File: src/rtl/pmc_pkg.sv
/*
  Constants, types and register layout for the timing loop control and
  status bank. Assumes a 40 MHz system clock and a 32-bit classic
  Wishbone register port in which each 8-bit register takes one word.
*/
// Operation
// - Control bit 7 picks primary (0) or secondary (1) reference; resets 0.
// - Control bits 4-3: normal, holdover, free-run, reserved; reset 10.
// - Control bit 2 picks loop corner 1.1 Hz (0) or 0.1 Hz (1).
// - Writing bit 0 from one to zero starts realignment of output clocks.
// - Realignment slews at most 41 ns per 1.326 ms, or 885 ns/s.
// - Status bit 5 is high while core loop is locked; the code holds it low whenever status bit 4 shows holdover.
// - Status bit 4 is high once core loop entered holdover.
// - Reference failure in normal mode forces holdover well within 0.750 us.
// - Status bit 2 is high at the +/-104 ppm tracking edge.
// - Tracking edge flag may blip briefly; it is passed through unfiltered.

package pmc_pkg;

  //////////////////////////////////////////////////////////////////////////
  // Register indices, byte address is four times the index
  localparam logic [5:0] PMC_IDX_LOOP_CONTROL = 6'h00;
  localparam logic [5:0] PMC_IDX_LOOP_STATUS = 6'h01;
  localparam logic [5:0] PMC_IDX_EVENT_STATUS = 6'h02;
  localparam logic [5:0] PMC_IDX_EVENT_MASK = 6'h03;

  //////////////////////////////////////////////////////////////////////////
  // Field positions and reset values
  localparam int PMC_CTL_REFERENCE_SOURCE_CHOICE_BIT = 7;
  localparam int PMC_CTL_MODE_HI_BIT = 4;
  localparam int PMC_CTL_MODE_LO_BIT = 3;
  localparam int PMC_CTL_FILTER_BIT = 2;
  localparam int PMC_CTL_ALIGN_BIT = 0;
  localparam logic [7:0] PMC_CTL_WRITE_MASK = 8'h9D;
  localparam logic [7:0] PMC_CTL_RESET = 8'h10;
  localparam int PMC_STS_LOCK_BIT = 5;
  localparam int PMC_STS_HOLD_BIT = 4;
  localparam int PMC_STS_EDGE_BIT = 2;
  localparam logic [7:0] PMC_STS_RESET = 8'h00;

  localparam int PMC_EV_LOCK_GAIN = 0;
  localparam int PMC_EV_LOCK_LOSS = 1;
  localparam int PMC_EV_HOLD_ENTRY = 2;
  localparam int PMC_EV_EDGE = 3;
  localparam int PMC_EV_ALIGN_DONE = 4;
  localparam int PMC_EV_WIDTH = 5;
  localparam logic [4:0] PMC_EV_RESET = 5'h00;

  //////////////////////////////////////////////////////////////////////////
  // Realignment slope timing
  localparam longint PMC_CLK_MHZ = 40;
  localparam longint PMC_STEP_NS = 1;
  localparam longint PMC_FAST_SLOPE_NS = 41;
  localparam longint PMC_FAST_WINDOW_NS = 1326000;
  localparam longint PMC_SLOW_SLOPE_NS = 885;
  localparam longint PMC_SLOW_WINDOW_NS = 1000000000;
  localparam longint PMC_FAST_STEP_CYC =
    (PMC_FAST_WINDOW_NS * PMC_CLK_MHZ * PMC_STEP_NS / 1000
     + PMC_FAST_SLOPE_NS - 1) / PMC_FAST_SLOPE_NS;
  localparam longint PMC_SLOW_STEP_CYC =
    (PMC_SLOW_WINDOW_NS * PMC_CLK_MHZ * PMC_STEP_NS / 1000
     + PMC_SLOW_SLOPE_NS - 1) / PMC_SLOW_SLOPE_NS;

  //////////////////////////////////////////////////////////////////////////
  // Types
  typedef enum logic [1:0] {
    PMC_MODE_NORMAL = 2'h0,
    PMC_MODE_HOLDOVER = 2'h1,
    PMC_MODE_FREERUN = 2'h2,
    PMC_MODE_RESERVED = 2'h3
  } pmc_mode_t;

  typedef struct packed {
    logic referenceSourceChoice;
    pmc_mode_t mode;
    logic filterCornerChoice;
  } pmc_core_ctrl_t;

  typedef struct packed {
    logic coreLocked;
    logic coreHoldover;
    logic trackingEdgeFlag;
    logic referenceFailed;
    logic phaseErrorPresent;
  } pmc_core_status_t;

  typedef struct packed {
    logic pinControlEnable;
    logic referenceSourceChoice;
    logic modeFieldHigh;
    logic modeFieldLow;
    logic filterCornerChoice;
    logic realignStrobe;
  } pmc_pins_t;

endpackage : pmc_pkg

File: src/rtl/pmc_loop_regs.sv
/*
  Loop control and status register bank with event interrupt, reached over
  classic Wishbone. Drives mode, reference, filter and realign pacing to
  the timing loop core. Assumes core status and dedicated control pins
  arrive asynchronously and are synchronised here.
*/
// Design decision made here: register access over Wishbone.
`timescale 1ns/1ps
`default_nettype none

module pmc_loop_regs
  import pmc_pkg::*;
#(
  parameter int FAST_CYC = int'(PMC_FAST_STEP_CYC),
  parameter int SLOW_CYC = int'(PMC_SLOW_STEP_CYC)
)
(
  input wire logic clk,
  input wire logic rst,
  input wire logic wb_cyc_i,
  input wire logic wb_stb_i,
  input wire logic wb_we_i,
  input wire logic [7:0] wb_adr_i,
  input wire logic [3:0] wb_sel_i,
  input wire logic [31:0] wb_dat_i,
  output logic [31:0] wb_dat_o,
  output logic wb_ack_o,
  input wire pmc_pins_t pinsIn,
  input wire pmc_core_status_t coreStatusIn,
  output pmc_core_ctrl_t coreCtrl,
  output logic realignStrobe,
  output logic phaseStep,
  output logic realignBusy,
  output logic irq
);

  //////////////////////////////////////////////////////////////////////////
  // Parameter check
  generate
    if (FAST_CYC < 1 || SLOW_CYC < 1)
    begin : g_bad_pace
      $error("pmc_loop_regs: pacing intervals must be at least one cycle");
    end
  endgenerate

  //////////////////////////////////////////////////////////////////////////
  // Input synchronisation
  localparam int SYNC_W = $bits(pmc_pins_t) + $bits(pmc_core_status_t);

  logic [SYNC_W-1:0] syncedBits;
  pmc_pins_t pins;
  pmc_core_status_t coreStatus;

  pmc_sync #(
    .WIDTH(SYNC_W)
  ) u_sync (
    .clk(clk),
    .rst(rst),
    .asyncIn({pinsIn, coreStatusIn}),
    .syncOut(syncedBits)
  );

  assign pins = syncedBits[SYNC_W-1 -: $bits(pmc_pins_t)];
  assign coreStatus = syncedBits[$bits(pmc_core_status_t)-1:0];

  //////////////////////////////////////////////////////////////////////////
  // Wishbone slave
  logic request;
  logic [5:0] wordIdx;
  logic writeCommit;
  logic [7:0] readValue;

  assign request = wb_cyc_i && wb_stb_i;
  assign wordIdx = wb_adr_i[7:2];
  // Write lands on the edge the master sees ack
  assign writeCommit = request && wb_we_i && wb_ack_o && wb_sel_i[0];

  always_ff @(posedge clk)
  begin
    if (rst)
      wb_ack_o <= 1'b0;
    else
      wb_ack_o <= request && !wb_ack_o;
  end

  always_ff @(posedge clk)
  begin
    if (rst)
      wb_dat_o <= 32'h00000000;
    else if (request && !wb_ack_o)
      wb_dat_o <= {24'h000000, readValue};
  end

  //////////////////////////////////////////////////////////////////////////
  // Loop control register
  logic [7:0] loopControl;
  logic [7:0] loopStatus;
  logic [PMC_EV_WIDTH-1:0] eventStatus;
  logic [PMC_EV_WIDTH-1:0] eventMask;
  logic ctrlWrite;
  logic regAlignFall;

  assign ctrlWrite = writeCommit && (wordIdx == PMC_IDX_LOOP_CONTROL);
  // One to zero on the align bit
  assign regAlignFall = ctrlWrite && loopControl[PMC_CTL_ALIGN_BIT]
    && !wb_dat_i[PMC_CTL_ALIGN_BIT];

  always_ff @(posedge clk)
  begin
    if (rst)
      loopControl <= PMC_CTL_RESET;
    else if (ctrlWrite)
      loopControl <= wb_dat_i[7:0] & PMC_CTL_WRITE_MASK;
  end

  always_comb
  begin
    case (wordIdx)
      PMC_IDX_LOOP_CONTROL:
        readValue = loopControl;
      PMC_IDX_LOOP_STATUS:
        readValue = loopStatus;
      PMC_IDX_EVENT_STATUS:
        readValue = {3'h0, eventStatus};
      PMC_IDX_EVENT_MASK:
        readValue = {3'h0, eventMask};
      default:
        readValue = 8'h00;
    endcase
  end

  //////////////////////////////////////////////////////////////////////////
  // Control source selection
  logic pinMode;
  logic pinAlignPrev;
  logic pinAlignFall;
  logic alignStart;
  pmc_core_ctrl_t selCtrl;
  pmc_mode_t selMode;
  pmc_mode_t next_mode;

  assign pinMode = pins.pinControlEnable;
  assign pinAlignFall = pinMode && pinAlignPrev && !pins.realignStrobe;
  assign alignStart = pinMode ? pinAlignFall : regAlignFall;

  always_ff @(posedge clk)
  begin
    if (rst)
      pinAlignPrev <= 1'b0;
    else
      pinAlignPrev <= pins.realignStrobe;
  end

  always_comb
  begin
    if (pinMode)
    begin
      selMode = pmc_mode_t'({pins.modeFieldHigh, pins.modeFieldLow});
      selCtrl.referenceSourceChoice = pins.referenceSourceChoice;
      selCtrl.filterCornerChoice = pins.filterCornerChoice;
    end
    else
    begin
      selMode = pmc_mode_t'({loopControl[PMC_CTL_MODE_HI_BIT],
        loopControl[PMC_CTL_MODE_LO_BIT]});
      selCtrl.referenceSourceChoice =
        loopControl[PMC_CTL_REFERENCE_SOURCE_CHOICE_BIT];
      selCtrl.filterCornerChoice = loopControl[PMC_CTL_FILTER_BIT];
    end
    // Failed reference in normal mode drops straight to holdover
    if (selMode == PMC_MODE_NORMAL && coreStatus.referenceFailed)
      next_mode = PMC_MODE_HOLDOVER;
    else
      next_mode = selMode;
    selCtrl.mode = next_mode;
  end

  always_ff @(posedge clk)
  begin
    if (rst)
    begin
      coreCtrl.referenceSourceChoice <= 1'b0;
      coreCtrl.mode <= PMC_MODE_FREERUN;
      coreCtrl.filterCornerChoice <= 1'b0;
    end
    else
      coreCtrl <= selCtrl;
  end

  always_ff @(posedge clk)
  begin
    if (rst)
      realignStrobe <= 1'b0;
    else
      realignStrobe <= alignStart;
  end

  //////////////////////////////////////////////////////////////////////////
  // Realignment pacing
  logic alignDone;

  pmc_slope_pacer #(
    .FAST_CYC(FAST_CYC),
    .SLOW_CYC(SLOW_CYC)
  ) u_pacer (
    .clk(clk),
    .rst(rst),
    .start(alignStart),
    .slowCorner(coreCtrl.filterCornerChoice),
    .phaseErrorPresent(coreStatus.phaseErrorPresent),
    .phaseStep(phaseStep),
    .busy(realignBusy),
    .done(alignDone)
  );

  //////////////////////////////////////////////////////////////////////////
  // Loop status register
  logic holdShown;
  logic lockShown;

  assign holdShown = coreStatus.coreHoldover
    || (coreCtrl.mode == PMC_MODE_HOLDOVER);
  assign lockShown = coreStatus.coreLocked && !holdShown;

  always_ff @(posedge clk)
  begin
    if (rst)
      loopStatus <= PMC_STS_RESET;
    else
    begin
      loopStatus <= 8'h00;
      loopStatus[PMC_STS_LOCK_BIT] <= lockShown;
      loopStatus[PMC_STS_HOLD_BIT] <= holdShown;
      // Unfiltered so short excursions stay visible
      loopStatus[PMC_STS_EDGE_BIT] <=
        coreStatus.trackingEdgeFlag;
    end
  end

  //////////////////////////////////////////////////////////////////////////
  // Events and interrupt
  logic [PMC_EV_WIDTH-1:0] events;
  logic [PMC_EV_WIDTH-1:0] clearBits;
  logic [PMC_EV_WIDTH-1:0] next_eventStatus;
  logic lockPrev;
  logic holdPrev;
  logic edgePrev;

  always_ff @(posedge clk)
  begin
    if (rst)
    begin
      lockPrev <= 1'b0;
      holdPrev <= 1'b0;
      edgePrev <= 1'b0;
    end
    else
    begin
      lockPrev <= loopStatus[PMC_STS_LOCK_BIT];
      holdPrev <= loopStatus[PMC_STS_HOLD_BIT];
      edgePrev <= loopStatus[PMC_STS_EDGE_BIT];
    end
  end

  always_comb
  begin
    events = '0;
    events[PMC_EV_LOCK_GAIN] = loopStatus[PMC_STS_LOCK_BIT] && !lockPrev;
    events[PMC_EV_LOCK_LOSS] = !loopStatus[PMC_STS_LOCK_BIT] && lockPrev;
    events[PMC_EV_HOLD_ENTRY] = loopStatus[PMC_STS_HOLD_BIT] && !holdPrev;
    // Brief blips still latch here
    events[PMC_EV_EDGE] = loopStatus[PMC_STS_EDGE_BIT] && !edgePrev;
    events[PMC_EV_ALIGN_DONE] = alignDone;
  end

  assign clearBits = (writeCommit && (wordIdx == PMC_IDX_EVENT_STATUS))
    ? wb_dat_i[PMC_EV_WIDTH-1:0] : '0;
  // New event beats a clear in the same cycle
  assign next_eventStatus = (eventStatus & ~clearBits) | events;

  always_ff @(posedge clk)
  begin
    if (rst)
      eventStatus <= PMC_EV_RESET;
    else
      eventStatus <= next_eventStatus;
  end

  always_ff @(posedge clk)
  begin
    if (rst)
      eventMask <= PMC_EV_RESET;
    else if (writeCommit && (wordIdx == PMC_IDX_EVENT_MASK))
      eventMask <= wb_dat_i[PMC_EV_WIDTH-1:0];
  end

  always_ff @(posedge clk)
  begin
    if (rst)
      irq <= 1'b0;
    else
      irq <= |(next_eventStatus & eventMask);
  end

endmodule : pmc_loop_regs

`default_nettype wire

File: src/rtl/pmc_slope_pacer.sv
/*
  Realignment pacer: permits one phase step per interval, the interval
  chosen by the loop corner. Assumes the core reports a phase error flag.
*/
`timescale 1ns/1ps
`default_nettype none

module pmc_slope_pacer
  import pmc_pkg::*;
#(
  parameter int FAST_CYC = int'(PMC_FAST_STEP_CYC),
  parameter int SLOW_CYC = int'(PMC_SLOW_STEP_CYC)
)
(
  input wire logic clk,
  input wire logic rst,
  input wire logic start,
  input wire logic slowCorner,
  input wire logic phaseErrorPresent,
  output logic phaseStep,
  output logic busy,
  output logic done
);

  localparam int CW = $clog2((FAST_CYC > SLOW_CYC ? FAST_CYC : SLOW_CYC) + 1);

  generate
    if (FAST_CYC < 1 || SLOW_CYC < 1)
    begin : g_bad
      $error("pmc_slope_pacer: intervals must be at least one cycle");
    end
  endgenerate

  typedef enum logic [1:0] {
    PMC_PACE_IDLE = 2'b01,
    PMC_PACE_RUN = 2'b10
  } pmc_pace_t;

  pmc_pace_t state;
  logic [CW-1:0] count;
  logic [CW-1:0] limit;

  assign limit = slowCorner ? CW'(SLOW_CYC - 1) : CW'(FAST_CYC - 1);

  always_ff @(posedge clk)
  begin
    if (rst)
    begin
      state <= PMC_PACE_IDLE;
      count <= '0;
      phaseStep <= 1'b0;
      done <= 1'b0;
    end
    else
    begin
      phaseStep <= 1'b0;
      done <= 1'b0;
      case (state)
        PMC_PACE_IDLE:
        begin
          count <= '0;
          if (start)
            state <= PMC_PACE_RUN;
        end
        PMC_PACE_RUN:
        begin
          if (!phaseErrorPresent)
          begin
            state <= PMC_PACE_IDLE;
            done <= 1'b1;
          end
          else if (count >= limit)
          begin
            count <= '0;
            phaseStep <= 1'b1;
          end
          else
            count <= count + CW'(1);
        end
        default:
          state <= PMC_PACE_IDLE;
      endcase
    end
  end

  always_ff @(posedge clk)
  begin
    if (rst)
      busy <= 1'b0;
    else
      busy <= (state == PMC_PACE_RUN) || start;
  end

endmodule : pmc_slope_pacer

`default_nettype wire

File: src/rtl/pmc_sync.sv
/*
  Two-flip-flop synchroniser for a vector of unrelated level inputs.
  Assumes each bit is an independent slow level.
*/
`timescale 1ns/1ps
`default_nettype none

module pmc_sync
#(
  parameter int WIDTH = 1
)
(
  input wire logic clk,
  input wire logic rst,
  input wire logic [WIDTH-1:0] asyncIn,
  output logic [WIDTH-1:0] syncOut
);

  logic [WIDTH-1:0] firstStage;

  always_ff @(posedge clk)
  begin
    if (rst)
    begin
      firstStage <= '0;
      syncOut <= '0;
    end
    else
    begin
      firstStage <= asyncIn;
      syncOut <= firstStage;
    end
  end

endmodule : pmc_sync

`default_nettype wire

File: config.mk
export PLATFORM = sky130hd
export DESIGN_NAME = pmc_loop_regs
export DESIGN_NICKNAME = d
export VERILOG_FILES = /design/src/rtl/pmc_pkg.sv /design/src/rtl/pmc_loop_regs.sv /design/src/rtl/pmc_slope_pacer.sv /design/src/rtl/pmc_sync.sv
export SDC_FILE = /design/constraint.sdc
export NUM_CORES = 1
export LEC_CHECK = 0
export BUFFER_PORTS_ARGS = -buffer_cell sky130_fd_sc_hd__buf_2
export CORE_ASPECT_RATIO = 0.75
export CORE_MARGIN = 3
export CORE_UTILIZATION = 40
export DETAILED_ROUTE_END_ITERATION = 7
export PLACE_DENSITY = 0.66
export SLEW_MARGIN = 20
export SYNTH_ARGS = -nofsm -noshare
export SYNTH_HDL_FRONTEND = slang
export SYNTH_HIERARCHICAL = 1
export SYNTH_SLANG_ARGS = --single-unit
File: constraint.sdc
create_clock -name clk -period 2.4 [get_ports clk]
set_input_delay 0.48 -clock clk [delete_from_list [all_inputs] [get_ports clk]]
set_output_delay 0.48 -clock clk [all_outputs]
set_load 0.01 [all_outputs]
Word-level counts from Yosys, hierarchy flattened
Cells that the tools add are included.
{"block": "classes", "n_addsub": 1, "n_lt_le_gt_ge": 1, "n_eq_ne": 9, "muxes": 16, "bitwise_logic": 6, "n_reduce_logical": 36}
{"op": "$mux W16", "count": 3}
{"op": "$pmux W16 S2", "count": 1}
{"op": "$pmux W8 S4", "count": 1}
{"op": "$logic_and A1 B1 Y1", "count": 18}
{"op": "$add A16 B1 Y16 const B", "count": 1}
{"op": "$ge A16 B16 Y1", "count": 1}
{"op": "$eq A6 B2 Y1 const B", "count": 2}
{"op": "$and A5 B5 Y5", "count": 2}
{"op": "$logic_not A1 Y1", "count": 8}
{"op": "$mux W2", "count": 4}
{"op": "$eq A6 B1 Y1 const B", "count": 1}
{"op": "$logic_not A6 Y1", "count": 1}
{"op": "$mux W1", "count": 5}
{"op": "$mux W5", "count": 1}
{"op": "$not A5 Y5", "count": 1}
{"op": "$or A5 B5 Y5", "count": 1}
{"op": "$reduce_or A5 Y1", "count": 1}
{"op": "$eq A2 B1 Y1 const B", "count": 2}
{"op": "$ne A2 B2 Y1 const B", "count": 2}
{"op": "$pmux W2 S2", "count": 1}
{"op": "$reduce_and A2 Y1", "count": 2}
{"op": "$reduce_or A3 Y1", "count": 1}
{"op": "$eq A2 B2 Y1 const B", "count": 1}
{"op": "$logic_not A2 Y1", "count": 1}
{"op": "5 further kinds", "count": 7}
{"block": "totals", "register_bits": 85, "inputBits": 60, "out_inout_bits": 41, "word_cells": 92}

Longest topological paths before layout
Gate-level depths: netlist of the first run.
{"block": "depth", "ltp_word": 11, "mapped_depth": 9, "ltp_nobuf": 8}

By module
Netlist of the first run, hierarchy kept.
{"mod": "pmc_loop_regs", "instances": 1, "cells_each": 177, "area_per_inst_um2": 1695.4, "seq_area_each_um2": 720.7}
{"mod": "pmc_slope_pacer", "instances": 1, "cells_each": 140, "area_per_inst_um2": 1189.9, "seq_area_each_um2": 420.4}
{"mod": "pmc_sync", "instances": 1, "cells_each": 46, "area_per_inst_um2": 640.6, "seq_area_each_um2": 440.4}

Least setup slack after synthesis of the first run
No wires, ideal clock.
{"block": "synth_timing", "path_type": "input -> register", "startpoint": "input port wb_adr_i[5]", "endpoint": "register u_pacer.state[0]", "setup_ns": 0.116, "arrival_time_ns": 2.167, "t_required_ns": 2.284, "path_slack_ns": 0.117, "path_stages": 8, "path_buffers": 1, "path_cell_list": "or4_4 > buf_6 > nor4_4 > nand3b_1 > o22ai_2 > nand3b_1 > a21oi_1 > inv_1"}
{"block": "synth_between", "elab_chain_cells": 7}
{"item": "start: declaration", "line": "pmc_loop_regs.sv:23", "text": "input wire logic [7:0] wb_adr_i,"}
{"item": "$logic_not A6 Y1", "line": "pmc_loop_regs.sv:103", "text": "assign ctrlWrite = writeCommit && (wordIdx == PMC_IDX_LOOP_CONTROL);"}
{"item": "$logic_and A1 B1 Y1", "line": "pmc_loop_regs.sv:103"}
{"item": "$logic_and A1 B1 Y1", "line": "pmc_loop_regs.sv:105", "text": "assign regAlignFall = ctrlWrite && loopControl[PMC_CTL_ALIGN_BIT]"}
{"item": "$logic_and A1 B1 Y1", "line": "pmc_loop_regs.sv:106", "text": "&& !wb_dat_i[PMC_CTL_ALIGN_BIT];"}
{"item": "$mux W1", "line": "pmc_loop_regs.sv:144", "text": "assign alignStart = pinMode ? pinAlignFall : regAlignFall;"}
{"item": "via alignStart", "line": "pmc_loop_regs.sv:137", "text": "logic alignStart;"}
{"item": "$ne A2 B1 Y1 (no source line)"}
{"item": "$reduce_and A2 Y1 (no source line)"}
{"item": "end signal: assignment", "line": "pmc_slope_pacer.sv:49", "text": "state <= PMC_PACE_IDLE;"}
{"item": "end signal: assignment", "line": "pmc_slope_pacer.sv:63", "text": "state <= PMC_PACE_RUN;"}
{"item": "end signal: assignment", "line": "pmc_slope_pacer.sv:69", "text": "state <= PMC_PACE_IDLE;"}
{"item": "end: declaration", "line": "pmc_slope_pacer.sv:39", "text": "pmc_pace_t state;"}
The timed path passes the listed nets, and every way through them passes these cells.
A chain may end at the register's enable or synchronous reset.

Final worst setup path of the first run
{"block": "layout_timing", "startpoint": "register coreCtrl[0] (netlist bit)", "endpoint": "register u_pacer.count[14]"}
{"block": "layout_between", "elab_chain_cells": 5}
{"item": "start: declaration", "line": "pmc_loop_regs.sv:30", "text": "output pmc_core_ctrl_t coreCtrl,"}
{"item": "start signal: assignment", "line": "pmc_loop_regs.sv:187", "text": "coreCtrl <= selCtrl;"}
{"item": "$mux W16", "line": "pmc_slope_pacer.sv:43", "text": "assign limit = slowCorner ? CW'(SLOW_CYC - 1) : CW'(FAST_CYC - 1);"}
{"item": "$ge A16 B16 Y1", "line": "pmc_slope_pacer.sv:72", "text": "else if (count >= limit)"}
{"item": "$mux W16", "line": "pmc_slope_pacer.sv:72"}
{"item": "$mux W16", "line": "pmc_slope_pacer.sv:67", "text": "if (!phaseErrorPresent)"}
{"item": "$pmux W16 S2", "line": "pmc_slope_pacer.sv:58", "text": "case (state)"}
{"item": "end signal: assignment", "line": "pmc_slope_pacer.sv:78", "text": "count <= count + CW'(1);"}
{"item": "end: declaration", "line": "pmc_slope_pacer.sv:40", "text": "logic [CW-1:0] count;"}
Every way passes these cells. The select of a mux whose other input is x is not followed.

==> impl_metrics.json, run 1 <==
{
  "start_util_pct": 42.83,
  "min_period_ns": 2.195,
  "cp_max_fo": 14,
  "hold_buffers": 0,
  "fmax_ghz": 0.4557,
  "fin_nets": 484,
  "ctsResizeCount": 0,
  "grt_pass1_wl_um": 11400,
  "ys_top_cells_by_count": "dfxtp_1, nor2_1, buf_4",
  "cts_made_buffers": 9,
  "io_buffers": 44,
  "fin_tns_setup_ns": 0,
  "start_kind": "flip-flop",
  "antenna_found_initial": 0,
  "yosys_warnings": 6,
  "grt_usage_pct": 14.50,
  "synth.distinct_cells": 55,
  "grt_max_degree": 44,
  "netlist_area_sq_mm": 0.003526,
  "drc_errors": 0,
  "ant_nets": 0,
  "vias": 2570,
  "vias_per_cell": 4.895,
  "ys_top_cells_by_area": "dfxtp_1, buf_4, mux2i_1",
  "drt-initial-drc-count": 74,
  "synth_seq_area_share_pct": 44.85,
  "cp-end-kind": "flip-flop",
  "die_y_um": 87.31,
  "rrSetupSlack_ns": 0.21,
  "cts_setup_buffers": 0,
  "period_share_pct": 91.44,
  "cts_sinks": 79,
  "yosysTopAreaCell": "dfxtp_1",
  "syn_to_final_growth_pct": 16.54,
  "clk_latency_ns": 0.33,
  "yosys_most_used_dff": "dfxtp_1",
  "dieArea_sq_mm": 0.009989,
  "htree_levels": 3,
  "min-delay-path-class": "in -> reg",
  "min_to": "u_sync/firstStage[10]",
  "synth-async-reset-ratio_pct": 0,
  "drv_cap": 0,
  "regToRegEndpoint": "u_pacer/count[14]",
  "place_area_sq_mm": 0.003787,
  "peakVddDrop_uv": 412.7,
  "hold_depth": 2,
  "leakage_nw": 1.709,
  "fp.dieW_um": 114.4,
  "synth-seq-cells": 79,
  "io_pins": 101,
  "grt_overflow": 0,
  "r2r_start": "coreCtrl[0]",
  "rsz0062_at_grt": "no",
  "wl_per_cell_um": 13.44,
  "setup_viol": 0,
  "crit_type": "reg -> reg",
  "cts_tree": "yes",
  "r2r_cells": 8,
  "grt_pass1_vias": 2389,
  "clock_skew_ns": 0.002499,
  "hold_viol": 0,
  "clockBufferDepth": 2,
  "min-delay-start": "pinsIn[5]",
  "required_ns": 2.67,
  "avgSynthCellArea_sq_um": 9.713,
  "critPathArrivalTime_ns": 2.47,
  "core_area_sq_mm": 0.008233,
  "yosysMostFrequentCell": "dfxtp_1",
  "synth_top_area_share_pct": 44.85,
  "drt-total-wl_um": 7056,
  "status": "finished clean",
  "cts.clk_slew.worst_paths_ns": 0.06,
  "gp_congestion": 0.8390,
  "rows": 28,
  "syn-instance-count": 363,
  "cts_root_buffer": "clkbuf_16",
  "synth_enable_flop_cells": 0,
  "final_layout_size_suffix_gt1_share_pct": 26.19,
  "dp_hpwl_um": 5102,
  "final_cell_area_sq_mm": 0.004109,
  "p_per_area_mw_per_mm2": 692.4,
  "drt_first_pass_iters": 4,
  "diodes": 0,
  "drv_slew": 0
}
[sequential cells by signal (all words and copies together), names as in the netlist, 2 cells and up]
register and count:
coreCtrl 4, eventMask 5, eventStatus 5, loopControl 5, loopStatus 3, u_pacer/count 16, u_pacer/state 2, u_sync/firstStage 11
u_sync/syncOut 11, wb_dat_o 7
[layout by cell type, fill, tap and decap left out, drive strengths merged, types with 3 or more instances in the layout]
cell	n
a22oi	4
o21ai	14
nor4	4
o22ai	3
and2b	3
nor3	3
a21boi	3
nand2	23
and3	3
a211o	3
o21ba	4
inv	11
nand4b	4
conb	25
nand3	22
nor2	30
nand3b	3
buf	57
dfxtp	79
a21oi	11
ha	9
clkinv	3
or2	3
clkbuf	9
or4	3
or3	4
o311ai	6
mux2i	15
nor2b	32
a21o	3
[power breakdown]
group,internal [W],switching (W),total [W]
clock network,0.000817,0.000557,0.00137
logic,0.0000517,0.0000743,0.000126
registers,0.00133,0.0000102,0.00135
total,0.00220,0.000641,0.00285
[cells by family (layout without fill, tap and decap cells)]
group	Yosys count	after routing	synth area share [%]
AOI/OAI and AO/OA	59	59	12.49
xor gates and xnor gates	1	1	0.2484
adders and majority gates	9	9	3.194
buffers and inverters	50	83	8.942
DFF	79	79	44.85
muxes	18	18	5.855
other	1	25	0.1064
and+or+nand+nor	146	146	24.31
[worst max-delay path, cell delays in order, from the launching register on]
cell and delay, ns:
dfxtp_1 0.34, inv_1 0.09, ha_1 0.23, or4_1 0.41, a31oi_1 0.21, o311a_2 0.24, o21ai_4 0.14, or3_1 0.38
nand3_1 0.09
[area by class of cell]
| class | instances | area, sq um |
|---|---|---|
| multi-input cells | 258 | 1733 |
| clock inverters | 7 | 82.58 |
| inverters | 10 | 37.54 |
| fillers | 781 | 4124 |
| well taps | 105 | 131.4 |
| flip-flops and latches | 79 | 1582 |
| clock buffers | 9 | 225.2 |
| repair buffers | 57 | 317.8 |
[worst max path at each step]
stage	cells past startpoint	start	end	slack, ns
2_1_floorplan	8	wb_adr_i[5]	u_pacer/state[0]	0.12
3_3_place_gp	9	wb_adr_i[5]	u_pacer/state[0]	0.04
3_5_place_dp	9	wb_adr_i[5]	u_pacer/state[0]	0.02
4_1_cts	8	u_pacer/count[1]	u_pacer/count[2]	0.06
5_1_grt	8	coreCtrl[0]	u_pacer/count[9]	0.05
6_report	8	coreCtrl[0]	u_pacer/count[14]	0.21
[metal layers]
metal  global-route usage, %  part of all wire [%]  up-vias
met5                       0                     0        -
met4                   4.207                  0.72        0
met3                   4.514                   5.7        7
met2                   21.66                    42       68
met1                   20.11                    51     1173
li1                        -                     -     1322
[through the flow]
| stage | hold slack [ns] | total power, W | worst slack [ns] | utilization (%) | cells |
|---|---|---|---|---|---|
| final | 0.3511 | 0.002845 | 0.2054 | 49.91 | 525 |
| after global placement | 0.4235 | 0.001497 | 0.04485 | 46.00 | 509 |
| after global routing | 0.3407 | 0.002947 | 0.04601 | 49.91 | 525 |
| after CTS | 0.3416 | 0.002871 | 0.05722 | 49.74 | 525 |
| after detailed placement | 0.4200 | 0.001500 | 0.02495 | 46.00 | 509 |
| after floorplan | 0.4109 | 0.001487 | 0.1169 | - | 387 |
No activity file was read; power rests on OpenSTA's default activity.
==> inputs of run 2 (changes only) <==
--- a/config.mk
+++ b/config.mk
@@ -5,12 +5,13 @@
 export SDC_FILE = /design/constraint.sdc
 export NUM_CORES = 1
 export LEC_CHECK = 0
+export ABC_AREA = 1
 export BUFFER_PORTS_ARGS = -buffer_cell sky130_fd_sc_hd__buf_2
 export CORE_ASPECT_RATIO = 0.75
 export CORE_MARGIN = 3
 export CORE_UTILIZATION = 40
 export DETAILED_ROUTE_END_ITERATION = 7
-export PLACE_DENSITY = 0.66
+export PLACE_DENSITY = 0.65
 export SLEW_MARGIN = 20
 export SYNTH_ARGS = -nofsm -noshare
 export SYNTH_HDL_FRONTEND = slang
==> impl_metrics.json, run 2 <==
{
  "antenna_found_initial": 0,
  "synth_seq_area_share_pct": 43.62,
  "grt_pass1_wl_um": 12100,
  "grt_usage_pct": 14.84,
  "diodes": 0,
  "drt-initial-drc-count": 173,
  "cp-end-kind": "flip-flop",
  "wl_per_cell_um": 11.50,
  "critPathArrivalTime_ns": 2.27,
  "cts.clk_slew.worst_paths_ns": 0.06,
  "rsz0062_at_grt": "no",
  "reg_top3": "u_pacer/count: 16 flops, u_sync/firstStage: 11 flops, u_sync/syncOut: 11 flops",
  "mostFrequentLayoutCells": "nand2_1, dfxtp_1, inv_1, nor2_1, buf_2",
  "ctsResizeCount": 0,
  "required_ns": 2.62,
  "netlist_area_sq_mm": 0.003626,
  "min-delay-start": "pinsIn[3]",
  "fmax_ghz": 0.4873,
  "drc_errors": 0,
  "hold_viol": 0,
  "clk_latency_ns": 0.34,
  "cp_slowest_stage_delay_ns": 0.39,
  "io_pins": 101,
  "cts_tree": "yes",
  "io_buffers": 44,
  "fillers": 853,
  "crit_family": "simple AND/OR/NAND/NOR gates",
  "syn_to_final_growth_pct": 15.29,
  "htree_levels": 3,
  "max-slew-margin-rel_pct": 64.13,
  "avgSynthCellArea_sq_um": 7.666,
  "cts_setup_buffers": 0,
  "hold_buffers": 0,
  "worst-path-buf-inv": 3,
  "crit_type": "reg -> reg",
  "drv_slew": 0,
  "worstMarginPinSlew_ns": 0.5381,
  "grt_overflow": 0,
  "status": "finished clean",
  "fin_nets": 590,
  "clock_skew_ns": 0.004306,
  "synth-seq-cells": 79,
  "dieArea_sq_mm": 0.01026,
  "peakVddDrop_uv": 396.7,
  "rrSetupSlack_ns": 0.35,
  "utilization_pct": 48.41,
  "grt_pass1_vias": 2590,
  "ys_top_cells_by_area": "dfxtp_1, nand2_1, inv_1",
  "final_layout_size_suffix_gt1_share_pct": 19.96,
  "rows": 29,
  "p_per_area_mw_per_mm2": 736.6,
  "largest-register": "u_pacer/count",
  "dp_hpwl_um": 5500,
  "yosysTopAreaCell": "dfxtp_1",
  "fin_tns_setup_ns": 0,
  "cp_max_fo": 11,
  "die_y_um": 88.46,
  "min_period_ns": 2.052,
  "cts_made_buffers": 9,
  "start_kind": "flip-flop",
  "core_area_sq_mm": 0.008636,
  "drv_cap": 0,
  "cts_sinks": 79,
  "slowest_stage": "dfxtp_1",
  "gp_congestion": 0.8022,
  "vias_per_cell": 4.580,
  "setup_viol": 0,
  "cts_root_buffer": "clkbuf_16",
  "hold_depth": 3,
  "yosys_most_used_dff": "dfxtp_1",
  "r2r_start": "coreCtrl[0]",
  "drt-total-wl_um": 7292,
  "synth_enable_flop_cells": 0,
  "multi_input_area_sq_mm": 0.001617,
  "ant_nets": 0,
  "min_to": "u_sync/firstStage[8]",
  "path_cells": "inv_1 -> ha_1 -> inv_1 -> nor3_4 -> inv_1 -> nor2_2 -> nand2_2 -> nand3_2 -> nand2_2 -> nand2_2 -> nor2_1",
  "vias": 2904,
  "r2r_cells": 11,
  "largest_register_ffs": 16,
  "fp.dieW_um": 115.9,
  "synth-async-reset-ratio_pct": 0,
  "grt_max_degree": 32,
  "drt_first_pass_iters": 4,
  "leakage_nw": 1.868,
  "synth.distinct_cells": 33,
  "syn-instance-count": 473,
  "yosys_warnings": 6,
  "power.total_w": 0.003079,
  "synth_top_area_share_pct": 43.62,
  "period_share_pct": 85.51,
  "layout_commonest_cell": "nand2_1",
  "min-delay-path-class": "in -> reg",
  "regToRegEndpoint": "u_pacer/count[15]",
  "yosysMostFrequentCell": "nand2_1",
  "clockBufferDepth": 2,
  "start_util_pct": 41.99,
  "ys_top_cells_by_count": "nand2_1, dfxtp_1, inv_1",
  "seq_area_sq_mm": 0.001582
}
run 2: cell types whose count changed after synthesis, moves of 16 or more:
| cell | previous run | this run |
|---|---|---|
| nor2b_1 | 17 | 0 |
| nand2_1 | 23 | 80 |
| nor2_1 | 30 | 59 |
| inv_1 | 10 | 68 |
| a21oi_1 | 11 | 27 |
run 2: cell type report:
class / count / area share (%)
inverter: 75 / 6.735
clock inverter: 7 / 2.694
tap: 108 / 3.233
timing repair buffer: 45 / 5.447
multi-input combinational: 311 / 38.67
sequential: 79 / 37.83
clock buffer: 9 / 5.388
run 2: worst max-delay path by stage:
| stage | start | end | depth (start not counted) | slack, ns |
|---|---|---|---|---|
| 2_1_floorplan | coreCtrl[0] | u_pacer/count[8] | 12 | 0.58 |
| 3_3_place_gp | coreCtrl[0] | u_pacer/count[15] | 11 | 0.38 |
| 3_5_place_dp | coreCtrl[0] | u_pacer/count[15] | 11 | 0.34 |
| 4_1_cts | coreCtrl[0] | u_pacer/count[15] | 11 | 0.34 |
| 5_1_grt | coreCtrl[0] | u_pacer/count[15] | 11 | 0.14 |
| 6_report | coreCtrl[0] | u_pacer/count[15] | 11 | 0.35 |
run 2: metal layers:
metal,GRT usage (%),vias to the layer above,wire length (um)
met3,4.580,9,566
met5,0,-,0
met2,22.25,104,3084
met1,20.89,1268,3567
met4,3.793,0,74
li1,-,1523,-
run 2: kinds of logic after synthesis:
kind of cell    Yosys count  share of synthesized area (%)
xor+xnor                  9                          2.174
compound gates           58                          8.627
flops                    79                          43.62
simple gates            210                          28.09
fa+ha+maj                 9                          3.106
buf+inv                 107                          14.29
other cells               1                         0.1034
run 2: where the power goes:
part | switching [W] | internal (W)
Clock | 0.000577 | 0.000934
Sequential | 0.0000170 | 0.00134
Combinational | 0.000147 | 0.0000607
Total | 0.000741 | 0.00234
run 2: stage by stage:
| stage | setup slack (ns) | cells | cell area, sq um | hold slack (ns) |
|---|---|---|---|---|
| 2_1_floorplan | 0.5807 | 497 | 3716 | 0.3883 |
| 3_3_place_gp | 0.3842 | 618 | 3842 | 0.3920 |
| 3_5_place_dp | 0.3363 | 618 | 3842 | 0.3936 |
| 4_1_cts | 0.3369 | 634 | 4180 | 0.3284 |
| 5_1_grt | 0.1364 | 634 | 4180 | 0.3408 |
| 6_report | 0.3479 | 634 | 4180 | 0.3402 |
run 2: worst register-to-register path: cells and delay by family, from the launching register on:
kind / cells / cell delay, ns
buffers and inverters: 3 / 0.29
DFF: 1 / 0.39
and+or+nand+nor: 7 / 0.93
adders and majority gates: 1 / 0.32
==> inputs of run 3 (changes only) <==
--- a/config.mk
+++ b/config.mk
@@ -5,15 +5,14 @@
 export SDC_FILE = /design/constraint.sdc
 export NUM_CORES = 1
 export LEC_CHECK = 0
-export ABC_AREA = 1
 export BUFFER_PORTS_ARGS = -buffer_cell sky130_fd_sc_hd__buf_2
 export CORE_ASPECT_RATIO = 0.75
 export CORE_MARGIN = 3
 export CORE_UTILIZATION = 40
 export DETAILED_ROUTE_END_ITERATION = 7
-export PLACE_DENSITY = 0.65
+export MAX_ROUTING_LAYER = met4
+export PLACE_DENSITY = 0.66
 export SLEW_MARGIN = 20
 export SYNTH_ARGS = -nofsm -noshare
 export SYNTH_HDL_FRONTEND = slang
-export SYNTH_HIERARCHICAL = 1
 export SYNTH_SLANG_ARGS = --single-unit
==> impl_metrics.json, run 3 <==
{
  "synth_seq_area_share_pct": 46.33,
  "cts_root_buffer": "clkbuf_16",
  "grt_pass1_vias": 2372,
  "htree_levels": 3,
  "peakVddDrop_uv": 384.5,
  "drv_slew": 0,
  "start_util_pct": 42.18,
  "leakage_nw": 1.617,
  "min-delay-path-class": "in -> reg",
  "grt_max_degree": 30,
  "largest_register_ffs": 16,
  "io_pins": 101,
  "dp_slack_ns": -0.03276,
  "gp_congestion": 0.8181,
  "yosys_warnings": 0,
  "max-slew-margin-rel_pct": 65.97,
  "mostFrequentLayoutCells": "dfxtp_1, buf_2, nor2_1, nor2b_1, conb_1",
  "fin_nets": 491,
  "cts_made_buffers": 9,
  "grt_usage_pct": 14.61,
  "drt_first_pass_iters": 4,
  "final_layout_size_suffix_gt1_share_pct": 21.08,
  "multi_input_area_sq_mm": 0.001617,
  "antenna_found_initial": 0,
  "r2r_start": "coreCtrl[0]",
  "r2r_cells": 8,
  "synth_top_area_share_pct": 46.33,
  "period_share_pct": 89.50,
  "clock_skew_ns": 0.003330,
  "rrSetupSlack_ns": 0.25,
  "synth.distinct_cells": 53,
  "yosysTopAreaCell": "dfxtp_1",
  "yosysMostFrequentCell": "dfxtp_1",
  "dp_hpwl_um": 4965,
  "reg_top3": "u_pacer.count: 16 flops, u_sync.firstStage: 11 flops, u_sync.syncOut: 11 flops",
  "fin_ws_ns": 0.2520,
  "rows": 28,
  "syn-instance-count": 368,
  "clockBufferDepth": 2,
  "yosys_most_used_dff": "dfxtp_1",
  "cts.clk_slew.worst_paths_ns": 0.06,
  "clk_latency_ns": 0.33,
  "largest-register": "u_pacer.count",
  "regToRegEndpoint": "u_pacer.count[12]",
  "vias_per_cell": 4.878,
  "drt-initial-drc-count": 146,
  "min_to": "u_sync.firstStage[4]",
  "hold_viol": 0,
  "worstMarginPinSlew_ns": 0.5086,
  "required_ns": 2.63,
  "p_per_area_mw_per_mm2": 725.6,
  "fmax_ghz": 0.4656,
  "synth-async-reset-ratio_pct": 0,
  "min-delay-start": "coreStatusIn[4]",
  "drt-total-wl_um": 6812,
  "status": "finished clean",
  "min_period_ns": 2.148,
  "vias": 2595,
  "start_kind": "flip-flop",
  "cts_setup_buffers": 0,
  "drv_cap": 0,
  "crit_type": "reg -> reg",
  "dieArea_sq_mm": 0.009689,
  "io_buffers": 44,
  "wl_per_cell_um": 12.80,
  "critPathArrivalTime_ns": 2.38,
  "hold_depth": 2,
  "core_area_sq_mm": 0.008093,
  "whs_ns": 0.3539,
  "cp-end-kind": "flip-flop",
  "synth-seq-cells": 79,
  "seq_area_sq_mm": 0.001582,
  "fillers": 763,
  "ant_nets": 0,
  "hold_buffers": 0,
  "synth_enable_flop_cells": 0,
  "netlist_area_sq_mm": 0.003413,
  "die_y_um": 86,
  "ctsResizeCount": 0,
  "cts_tree": "yes",
  "drc_errors": 0,
  "ys_top_cells_by_area": "dfxtp_1, buf_4, nor2b_1",
  "syn_to_final_growth_pct": 18.66,
  "setup_viol": 0,
  "fin_tns_setup_ns": 0,
  "rsz0062_at_grt": "no",
  "cp_max_fo": 8,
  "cts_sinks": 79,
  "grt_overflow": 0,
  "ys_top_cells_by_count": "dfxtp_1, nor2_1, nor2b_1",
  "avgSynthCellArea_sq_um": 9.275,
  "grt_pass1_wl_um": 11080,
  "fp.dieW_um": 112.7,
  "diodes": 0,
  "layout_commonest_cell": "dfxtp_1"
}
run 3: cell types whose count changed in the layout (fill, tap and decap cells not counted), sizes merged, moves of 6 or more:
cell | before | now
nor2 | 82 | 39
a31oi | 0 | 6
o311ai | 0 | 6
nand4 | 12 | 4
inv | 77 | 16
nor2b | 0 | 31
buf | 45 | 59
mux2i | 0 | 16
nand2 | 89 | 24
a21oi | 28 | 12
xor2 | 8 | 2
o21ai | 24 | 14
run 3: final cells by class:
class,instances,area share [%]
sequential,79,39.05
clock buffer,10,5.901
clock inverter,6,2.286
tap,105,3.244
timing repair buffer,59,8.217
multi-input combinational,258,39.91
inverter,15,1.390
run 3: how the worst max path moves through the flow:
| stage | startpoint | endpoint | slack [ns] | depth (start not counted) |
|---|---|---|---|---|
| after floorplan | wb_adr_i[7] | u_pacer.state[0] | 0.20 | 6 |
| after global placement | wb_adr_i[7] | irq | 0.008 | 7 |
| after detailed placement | wb_adr_i[7] | irq | -0.03 | 7 |
| after CTS | coreCtrl[0] | u_pacer.count[12] | 0.15 | 8 |
| after global routing | coreCtrl[0] | u_pacer.count[12] | 0.04 | 8 |
| final | coreCtrl[0] | u_pacer.count[12] | 0.25 | 8 |
run 3: kinds of logic (layout without fill, tap and decap cells):
| group | after synthesis | after routing | share of synthesized area, % |
|---|---|---|---|
| xor gates and xnor gates | 3 | 3 | 0.7699 |
| DFF | 79 | 79 | 46.33 |
| buffers and inverters | 55 | 90 | 9.017 |
| other | 1 | 25 | 0.1099 |
| muxes | 18 | 18 | 6.012 |
| and+or+nand+nor | 150 | 150 | 23.50 |
| adders and majority gates | 9 | 9 | 3.299 |
| AOI/OAI and AO/OA | 53 | 53 | 10.96 |
run 3: report_power, final:
part	switching, W	internal, W	total (W)	leakage [nW]
Clock	0.000534	0.000944	0.00148	0.155
Combinational	0.0000708	0.0000454	0.000116	0.820
Sequential	0.00000940	0.00134	0.00134	0.642
run 3: critical path, cell delays in order (launching register included):
cell and delay (ns):
dfxtp_1 0.33, inv_1 0.09, ha_1 0.22, or4_1 0.40, a21oi_1 0.18, o211ai_1 0.15, a21boi_2 0.20, nand2_2 0.17
o311ai_1 0.30
run 3: through the flow:
step                      utilization (%)  instances  power, W  area, sq um
after global placement              45.92        516  0.001488         3716
final                               50.05        532  0.002939         4050
after detailed placement            45.92        516  0.001490         3716
after CTS                           50.02        532  0.002966         4048
after global routing                50.05        532  0.003040         4050
after floorplan                         -        392  0.001477         3503
run 3: per-layer routing:
layer / up-vias / GRT usage, % / part of all wire, %
met4: 0 / 4.694 / 0.62
met3: 4 / 4.231 / 6.9
li1: 1324 / - / -
met5: - / - / 0
met1: 1183 / 20.18 / 52
met2: 84 / 20.54 / 41
